==> src/pkg/tpgip_defines.vh <==
// constants for the three-phase gate command controller
// assumes a 20 MHz clock; included by bare name
`ifndef TPGIP_DEFINES_VH
`define TPGIP_DEFINES_VH
`define TPGIP_CLK_HZ        20000000
`define TPGIP_DEAD_NS       2000
`define TPGIP_DEAD_CYC      ((`TPGIP_DEAD_NS * (`TPGIP_CLK_HZ / 1000000) + 999) / 1000)
`define TPGIP_MINPULSE_NS   1500
`define TPGIP_MINPULSE_CYC  ((`TPGIP_MINPULSE_NS * (`TPGIP_CLK_HZ / 1000000) + 999) / 1000)
`define TPGIP_FHOLD_NS      12000
`define TPGIP_FHOLD_CYC     ((`TPGIP_FHOLD_NS * (`TPGIP_CLK_HZ / 1000000)) / 1000)
`define TPGIP_FREQ_MIN_HZ   5000
`define TPGIP_FREQ_MAX_HZ   20000
`define TPGIP_PER_MAX_CYC   (`TPGIP_CLK_HZ / `TPGIP_FREQ_MIN_HZ)
`define TPGIP_PER_MIN_CYC   (`TPGIP_CLK_HZ / `TPGIP_FREQ_MAX_HZ)
`define TPGIP_RESUME_S      2
`define TPGIP_RESUME_CYC    (`TPGIP_RESUME_S * `TPGIP_CLK_HZ)
// register addresses
`define TPGIP_A_CTRL        4'h0
`define TPGIP_A_PERIOD      4'h1
`define TPGIP_A_DUTY0       4'h2
`define TPGIP_A_STATUS      4'h5
`define TPGIP_A_DEAD        4'h6
// control bits
`define TPGIP_C_RUN         0
`define TPGIP_C_HOT         1
`define TPGIP_C_CLRLATCH    2
// status bits
`define TPGIP_S_RUN         0
`define TPGIP_S_FAULT       1
`define TPGIP_S_LATCH       2
`define TPGIP_S_WAIT        3
`define TPGIP_S_HOT         4
`define TPGIP_PER_RST       16'h03E8
`define TPGIP_ZERO16        16'h0000
`endif

==> src/hdl/tpgip_phase.v <==
// one phase: duty compare, dead time and minimum pulse for the command pair
// assumes carrier count and enable shared by all phases
`timescale 1ns/1ps
`include "tpgip_defines.vh"
module tpgip_phase #(
	parameter CW = 16
) (
	// clock and reset
	input  wire          clk,
	input  wire          rst_b,
	// control
	input  wire          enable,
	input  wire [CW-1:0] count,
	input  wire [CW-1:0] duty,
	input  wire [CW-1:0] dead,
	// commands
	output reg           high_side_command,
	output reg           low_side_command
);
	reg          want_high;
	reg [CW-1:0] hold;
	reg          next_high;
	reg          next_low;
	reg [CW-1:0] next_hold;
	wire         dead_done;
	wire         pulse_done;

	assign dead_done  = (hold >= dead);
	assign pulse_done = (hold >= `TPGIP_MINPULSE_CYC);

	always @(posedge clk or negedge rst_b) begin
		if (!rst_b)
			want_high <= 1'b0;
		else
			want_high <= (count < duty);
	end

	// hold counts cycles since the last command edge
	always @* begin
		next_high = high_side_command;
		next_low  = low_side_command;
		next_hold = (hold == {CW{1'b1}}) ? hold : hold + 1'b1;
		if (!enable) begin
			next_high = 1'b0;
			next_low  = 1'b0;
			// a forced drop is an edge too: restart dead time and pulse count
			if (high_side_command || low_side_command)
				next_hold = {CW{1'b0}};
		end else if (high_side_command) begin
			if (!want_high && pulse_done) begin
				next_high = 1'b0;
				next_hold = {CW{1'b0}};
			end
		end else if (low_side_command) begin
			if (want_high && pulse_done) begin
				next_low  = 1'b0;
				next_hold = {CW{1'b0}};
			end
		end else if (dead_done && pulse_done) begin
			if (want_high)
				next_high = 1'b1;
			else
				next_low = 1'b1;
			next_hold = {CW{1'b0}};
		end
	end

	always @(posedge clk or negedge rst_b) begin
		if (!rst_b) begin
			high_side_command <= 1'b0;
			low_side_command  <= 1'b0;
			hold              <= {CW{1'b0}};
		end else begin
			high_side_command <= next_high;
			low_side_command  <= next_low;
			hold              <= next_hold;
		end
	end
endmodule

==> src/hdl/tpgip_resume.v <==
// overcurrent resume timer: counts a long wait after a fault
// assumes start is a one-cycle pulse
`timescale 1ns/1ps
`include "tpgip_defines.vh"
module tpgip_resume #(
	parameter RESUME_CYC = `TPGIP_RESUME_CYC
) (
	// clock and reset
	input  wire clk,
	input  wire rst_b,
	// control
	input  wire start,
	// status
	output reg  waiting
);
	reg [31:0] cnt;

	always @(posedge clk or negedge rst_b) begin
		if (!rst_b) begin
			cnt     <= 32'h0000_0000;
			waiting <= 1'b0;
		end else if (start) begin
			cnt     <= 32'h0000_0000;
			waiting <= 1'b1;
		end else if (waiting) begin
			if (cnt >= RESUME_CYC - 1)
				waiting <= 1'b0;
			else
				cnt <= cnt + 32'h0000_0001;
		end
	end
endmodule

==> src/hdl/tpgip_ctrl.v <==
// three-phase gate command controller: carrier, per-phase commands, fault reaction
// assumes device fault line sampled synchronous to clk, pulled high when idle
// Contract
// - controller inserts dead time between commands
// - every command pulse at least 1.5 us (a forced drop when enable falls or the fault mask cuts it short)
// - carrier frequency between 5 and 20 kHz
// - commands always actively driven, never floating
// - controller drops all commands within 12 us
// - controller stops motor on overtemperature
// - wait two seconds before resuming after overcurrent
//
// The strobed register port and the register offsets are this design's own decisions.
`timescale 1ns/1ps
`include "tpgip_defines.vh"
module tpgip_ctrl #(
	parameter CW         = 16,
	parameter RESUME_CYC = `TPGIP_RESUME_CYC
) (
	// clock and reset
	input  wire        clk,
	input  wire        rst_b,
	// software port
	input  wire [3:0]  addr,
	input  wire [15:0] wdata,
	input  wire        wr,
	input  wire        rd,
	output reg  [15:0] rdata,
	// device pins
	input  wire        fault_out_n,
	input  wire        over_temperature,
	output reg  [2:0]  high_side_command,
	output reg  [2:0]  low_side_command,
	// status
	output reg         fault_seen
);
	reg [CW-1:0]   period;
	reg [CW-1:0]   dead;
	reg [3*CW-1:0] duty;
	reg            run;
	reg            latch;
	reg            fault_q;
	reg [CW-1:0]   count;
	reg [CW-1:0]   per_eff;
	reg [CW-1:0]   dead_eff;
	wire [2:0]     ph_high;
	wire [2:0]     ph_low;
	wire           waiting;
	wire           fault_fall;
	wire           enable;
	reg            next_latch;
	localparam integer PER_MIN  = `TPGIP_PER_MIN_CYC;
	localparam integer PER_MAX  = `TPGIP_PER_MAX_CYC;
	localparam integer DEAD_MIN = `TPGIP_DEAD_CYC;

	// fault line is active low; a falling edge is a new fault
	assign fault_fall = fault_q & ~fault_out_n;
	// any fault, latched stop, wait or heat drops every command at once
	assign enable = run & fault_out_n & ~latch & ~waiting & ~over_temperature;

	// clamp period to legal carrier and dead time to the minimum
	always @* begin
		per_eff = period;
		if (period < `TPGIP_PER_MIN_CYC)
			per_eff = PER_MIN[CW-1:0];
		else if (period > `TPGIP_PER_MAX_CYC)
			per_eff = PER_MAX[CW-1:0];
		dead_eff = dead;
		if (dead < `TPGIP_DEAD_CYC)
			dead_eff = DEAD_MIN[CW-1:0];
	end

	// set wins over a software clear in the same cycle
	always @* begin
		next_latch = latch;
		if (wr && addr == `TPGIP_A_CTRL && wdata[`TPGIP_C_CLRLATCH])
			next_latch = 1'b0;
		if (fault_fall || over_temperature)
			next_latch = 1'b1;
	end

	always @(posedge clk or negedge rst_b) begin
		if (!rst_b) begin
			period     <= `TPGIP_PER_RST;
			dead       <= `TPGIP_ZERO16;
			duty       <= {3*CW{1'b0}};
			run        <= 1'b0;
			latch      <= 1'b0;
			fault_q    <= 1'b1;
			count      <= {CW{1'b0}};
			rdata      <= `TPGIP_ZERO16;
			fault_seen <= 1'b0;
		end else begin
			fault_q    <= fault_out_n;
			latch      <= next_latch;
			fault_seen <= ~fault_out_n;
			if (count >= per_eff - 1'b1)
				count <= {CW{1'b0}};
			else
				count <= count + 1'b1;
			if (wr) begin
				case (addr)
				`TPGIP_A_CTRL:   run    <= wdata[`TPGIP_C_RUN];
				`TPGIP_A_PERIOD: period <= wdata[CW-1:0];
				`TPGIP_A_DEAD:   dead   <= wdata[CW-1:0];
				default: begin
					if (addr >= `TPGIP_A_DUTY0 && addr < `TPGIP_A_DUTY0 + 4'h3)
						duty[(addr - `TPGIP_A_DUTY0)*CW +: CW] <= wdata[CW-1:0];
				end
				endcase
			end
			if (rd) begin
				case (addr)
				`TPGIP_A_CTRL:   rdata <= {15'h0000, run};
				`TPGIP_A_PERIOD: rdata <= period;
				`TPGIP_A_DEAD:   rdata <= dead;
				`TPGIP_A_DUTY0:  rdata <= duty[CW-1:0];
				`TPGIP_A_DUTY0 + 4'h1: rdata <= duty[2*CW-1:CW];
				`TPGIP_A_DUTY0 + 4'h2: rdata <= duty[3*CW-1:2*CW];
				`TPGIP_A_STATUS: rdata <= {11'h000, over_temperature, waiting,
					latch, ~fault_out_n, enable};
				default:         rdata <= `TPGIP_ZERO16;
				endcase
			end else begin
				rdata <= `TPGIP_ZERO16;
			end
		end
	end

	// long wait after each fault edge, overcurrent or undervoltage alike
	tpgip_resume #(
		.RESUME_CYC (RESUME_CYC)
	) u_resume (
		.clk     (clk),
		.rst_b   (rst_b),
		.start   (fault_fall),
		.waiting (waiting)
	);

	genvar g;
	generate
		for (g = 0; g < 3; g = g + 1) begin : g_phase
			tpgip_phase #(
				.CW (CW)
			) u_phase (
				.clk               (clk),
				.rst_b             (rst_b),
				.enable            (enable),
				.count             (count),
				.duty              (duty[g*CW +: CW]),
				.dead              (dead_eff),
				.high_side_command (ph_high[g]),
				.low_side_command  (ph_low[g])
			);
		end
	endgenerate

	// outputs registered once more; fault mask here drops commands one cycle later, far inside 12 us
	always @(posedge clk or negedge rst_b) begin
		if (!rst_b) begin
			high_side_command <= 3'h0;
			low_side_command  <= 3'h0;
		end else begin
			high_side_command <= ph_high & {3{fault_out_n}};
			low_side_command  <= ph_low  & {3{fault_out_n}};
		end
	end
endmodule

==> config.mk <==
export PLATFORM = sky130hd
export DESIGN_NAME = tpgip_ctrl
export DESIGN_NICKNAME = d
export VERILOG_FILES = /design/src/hdl/tpgip_phase.v /design/src/hdl/tpgip_resume.v /design/src/hdl/tpgip_ctrl.v
export VERILOG_INCLUDE_DIRS = /design/src /design/src/pkg
export SDC_FILE = /design/constraint.sdc
export NUM_CORES = 1
export LEC_CHECK = 0
export ABC_AREA = 1
export BUFFER_PORTS_ARGS = -buffer_cell sky130_fd_sc_hd__buf_2
export CAP_MARGIN = 20
export CORE_UTILIZATION = 25
export DETAILED_ROUTE_END_ITERATION = 16
export RECOVER_POWER = 50
export SLEW_MARGIN = 15
export SYNTH_ARGS = -nofsm -noshare
export SYNTH_HDL_FRONTEND = slang
export SYNTH_SLANG_ARGS = --single-unit
==> constraint.sdc <==
create_clock -name clk -period 2.9 [get_ports clk]
set_input_delay 0.145 -clock clk [delete_from_list [all_inputs] [get_ports clk]]
set_output_delay 0.145 -clock clk [all_outputs]
set_load 0.02 [all_outputs]
==> results.sh <==
export IMPL_fill_cells=6194
export IMPL_p_sw_mw=2.86
export IMPL_grt_use_met3_pct=2.03
export IMPL_use_met1_pct=21.0
export IMPL_ys_seq_elements=212
export IMPL_p_leak_nw=8.16
export IMPL_grt_overflow=0
export IMPL_min_path_cells=6
export IMPL_crit_required_ns=3.41
export IMPL_rsz0062_at_grt="yes"
export IMPL_place_area_um2=15800
export IMPL_ys_warn_count=0
export IMPL_ys_seq_area_share_pct=36.6
export IMPL_worstHoldStart="addr[2]"
export IMPL_r2r_start="period[5]"
export IMPL_clk_latency_ns=0.59
export IMPL_tightest_slew_ns=1.70
export IMPL_synth_cells=1926
export IMPL_holdWs_ns=0.0583
export IMPL_fin_ws_ns=0.0288
export IMPL_ant_nets=0
export IMPL_r2r_end="count[9]"
export IMPL_drt_first_pass_iters=7
export IMPL_status="complete, but fails checks"
export IMPL_worstRegToRegCells=19
export IMPL_path_class="reg -> reg"
export IMPL_place_ws_ns=0.00843
export IMPL_avgSynthCellArea_um2=7.55
export IMPL_internal_power_mw=5.94
export IMPL_max_freq_mhz=348
export IMPL_relSlewSlack_pct=-13.4
export IMPL_finalHoldViolCount=0
export IMPL_core_area_um2=57600
export IMPL_clkPwrFrac_pct=38.8
export IMPL_place_inst=2731
export IMPL_initial_core_util_pct=25.2
export IMPL_vias=13100
export IMPL_grt_start_max_net_pins=69
export IMPL_top_usage_layer="met1"
export IMPL_drt_iter0_markers=1068
export IMPL_pwr_share_comb_pct=22.8
export IMPL_finClkSkew_ns=0.0308
export IMPL_synth_main_ff_cell="dfrtp_1"
export IMPL_violations="max-capacitance violations, max-slew violations"
export IMPL_grt_pass1_wl_um=66900
export IMPL_netlist_area_leader_share_pct=35.3
export IMPL_stdcell_area_um2=17200
export IMPL_cts_sinks=212
export IMPL_final_nets=2187
export IMPL_yosys_area_top_type="dfrtp_1"
export IMPL_instances_no_fill=2815
export IMPL_htree_levels=1
export IMPL_clkTransAtPathRegs_ns=0.06
export IMPL_arrival_ns=3.39
export IMPL_synth_area_leaders="dfrtp_1 35%, nand2_1 12%, ha_1 11%"
export IMPL_via_per_inst=4.64
export IMPL_finalSetupViolations=0
export IMPL_ys_async_sr_fraction_pct=100
export IMPL_syn_to_final_growth_pct=18.6
export IMPL_grt_pass1_vias=12000
export IMPL_r2r_slack_ns=0.03
export IMPL_ir_worst_vdd_mv=0.427
export IMPL_critPathLaunchType="flop"
export IMPL_syn_area_um2=14500
export IMPL_dieArea_um2=59100
export IMPL_min_to="run"
export IMPL_numCtsBuffers=28
export IMPL_clockBufferDepth=3
export IMPL_endpoint_kind="flop"
export IMPL_pwr_share_seq_pct=38.4
export IMPL_p_sw_share_pct=32.4
export IMPL_synth_common_cells="447 x nand2_1, 249 x inv_1, 205 x dfrtp_1"
export IMPL_wl_per_cell_um=14.8
export IMPL_io_buffers=48
export IMPL_min_period_over_period_pct=99.0
export IMPL_cellPowerDensity_nw_per_um2=510
export IMPL_drive_above_1_share_pct=12.9
export IMPL_rows=88
export IMPL_ioPinCount=49
export IMPL_hp_class="in -> reg"
export IMPL_yosysMostFrequentCell="nand2_1"
export IMPL_power_mw=8.80
export IMPL_finalMaxSlewViolations=69
export IMPL_antenna_found_initial=1
export IMPL_dieWidth_um=243
export IMPL_drc=0
export IMPL_root_buffer="clkbuf_16"
export IMPL_die_y_um=243
export IMPL_hpwl_um=31400
export IMPL_fin_crit_ns=2.87
export IMPL_cts_tree="done"
export IMPL_wirelength_um=41700
export IMPL_globalplace_congestion=0.874
export IMPL_synth_edf_count=0
export IMPL_track_usage_pct=14.0
export IMPL_n_antenna_cell=0
export IMPL_grtUsageMet2_pct=20.7
export IMPL_cap_violations=1
export IMPL_cp_max_fo=8
export IMPL_yosysUniqueCellTypes=51
## cells by family (layout without fill, tap and decap cells)
| logic type | Yosys count | after routing | share of synthesized area (%) |
|---|---|---|---|
| and+or+nand+nor | 912 | 912 | 27.7 |
| other | 1 | 4 | 0.0258 |
| buffers and inverters | 307 | 428 | 8.75 |
| DFF | 212 | 212 | 36.6 |
| adders and majority gates | 132 | 132 | 11.4 |
| AOI/OAI and AO/OA | 318 | 318 | 13.0 |
| xor gates and xnor gates | 44 | 44 | 2.65 |
## placed cells by master, fill, tap and decap left out, drive strengths merged, types with 4 or more instances in the layout
cell type,synthesis,routed
nand2,472,472
nor3b,4,4
inv,260,260
a21o,4,4
dfrtp,205,205
a31oi,4,4
nand4,41,41
nand3,137,137
nor3,47,47
xor2,38,38
dfstp,7,7
nor4,11,11
o21ai,123,123
conb,1,4
dlygate4sd3,0,21
a211oi,18,18
o22ai,31,31
clkinv,1,9
o211ai,19,19
a21oi,115,115
clkbuf,17,62
or2,4,4
xnor2,6,6
nor2,188,188
nand3b,6,6
buf,29,74
ha,132,132
## how the worst max path moves through the flow
stage | endpoint | startpoint | cells after the start | slack, ns
after floorplan | count[14] | period[8] | 21 | 0.05
after global placement | count[8] | period[6] | 19 | 0.04
after detailed placement | count[8] | period[7] | 19 | 0.008
after CTS | count[4] | period[5] | 17 | 0.005
after global routing | count[8] | period[9] | 19 | -0.17
final | count[9] | period[5] | 19 | 0.03
## power groups by stage
stage | Clock [mW] | Sequential, mW | Combinational [mW]
6_report | 3.41 | 3.38 | 2.01
5_1_grt | 3.63 | 3.41 | 2.27
4_1_cts | 3.51 | 3.38 | 1.83
3_5_place_dp | 0 | 3.43 | 1.78
3_3_place_gp | 0 | 3.42 | 1.77
2_1_floorplan | 0 | 3.36 | 1.18
## sequential cells by signal (all words and copies together) (netlist names)
signal	cells
count	16
dead	16
duty	48
fault_q	1
fault_seen	1
g_phase.u_phase.high_side_command	3
g_phase.u_phase.hold	48
g_phase.u_phase.low_side_command	3
g_phase.u_phase.want_high	3
high_side_command	3
latch	1
low_side_command	3
period	16
rdata	16
run	1
u_resume.cnt	32
u_resume.waiting	1
## metal layers
metal  wire (um)  up-vias
li1            -     6602
met1       20900     6104
met2       17600      309
met3        2170       44
met4        1030        0
met5           0        -
## layout make-up
| class | count | area, um^2 | share of cell area (%) |
|---|---|---|---|
| Multi-Input combinational cell | 1410 | 8200 | 47.6 |
| Sequential cell | 212 | 5320 | 30.8 |
| Inverter | 261 | 982 | 5.70 |
| Tap cell | 765 | 957 | 5.55 |
| Timing Repair Buffer | 116 | 866 | 5.02 |
| Clock buffer | 41 | 810 | 4.69 |
| Clock inverter | 10 | 110 | 0.639 |
## worst max-delay path: stages, from the launching register on
cell	delay, ns
dfstp_2	0.57
inv_2	0.05
nor2_1	0.08
nand2_1	0.05
nor2_1	0.10
nand2_1	0.09
nand2_4	0.13
nand3_2	0.17
nand2_4	0.15
a21oi_4	0.05
xnor2_2	0.14
ha_1	0.31
a21oi_1	0.14
o21ai_0	0.11
nand2_1	0.07
o211ai_1	0.08
nand2_1	0.12
nand3_4	0.11
clkbuf_16	0.18
nor2_1	0.10
## through the flow
stage	util (%)	TNS, ns
after floorplan	-	0
after global placement	27.5	0
after detailed placement	27.5	0
after CTS	29.5	0
after global routing	29.9	-2.45
final	29.9	0
## timing repair
action,CTS,global route
endpoints found under the setup margin,1,20
hold buffers,21,0
buffers inserted,4,7
cloned,0,1
gates resized for setup,0,55
pin swaps,1,22
endpoints found under the hold margin,170,0
Note: power is estimated with default switching activity, not from simulation.
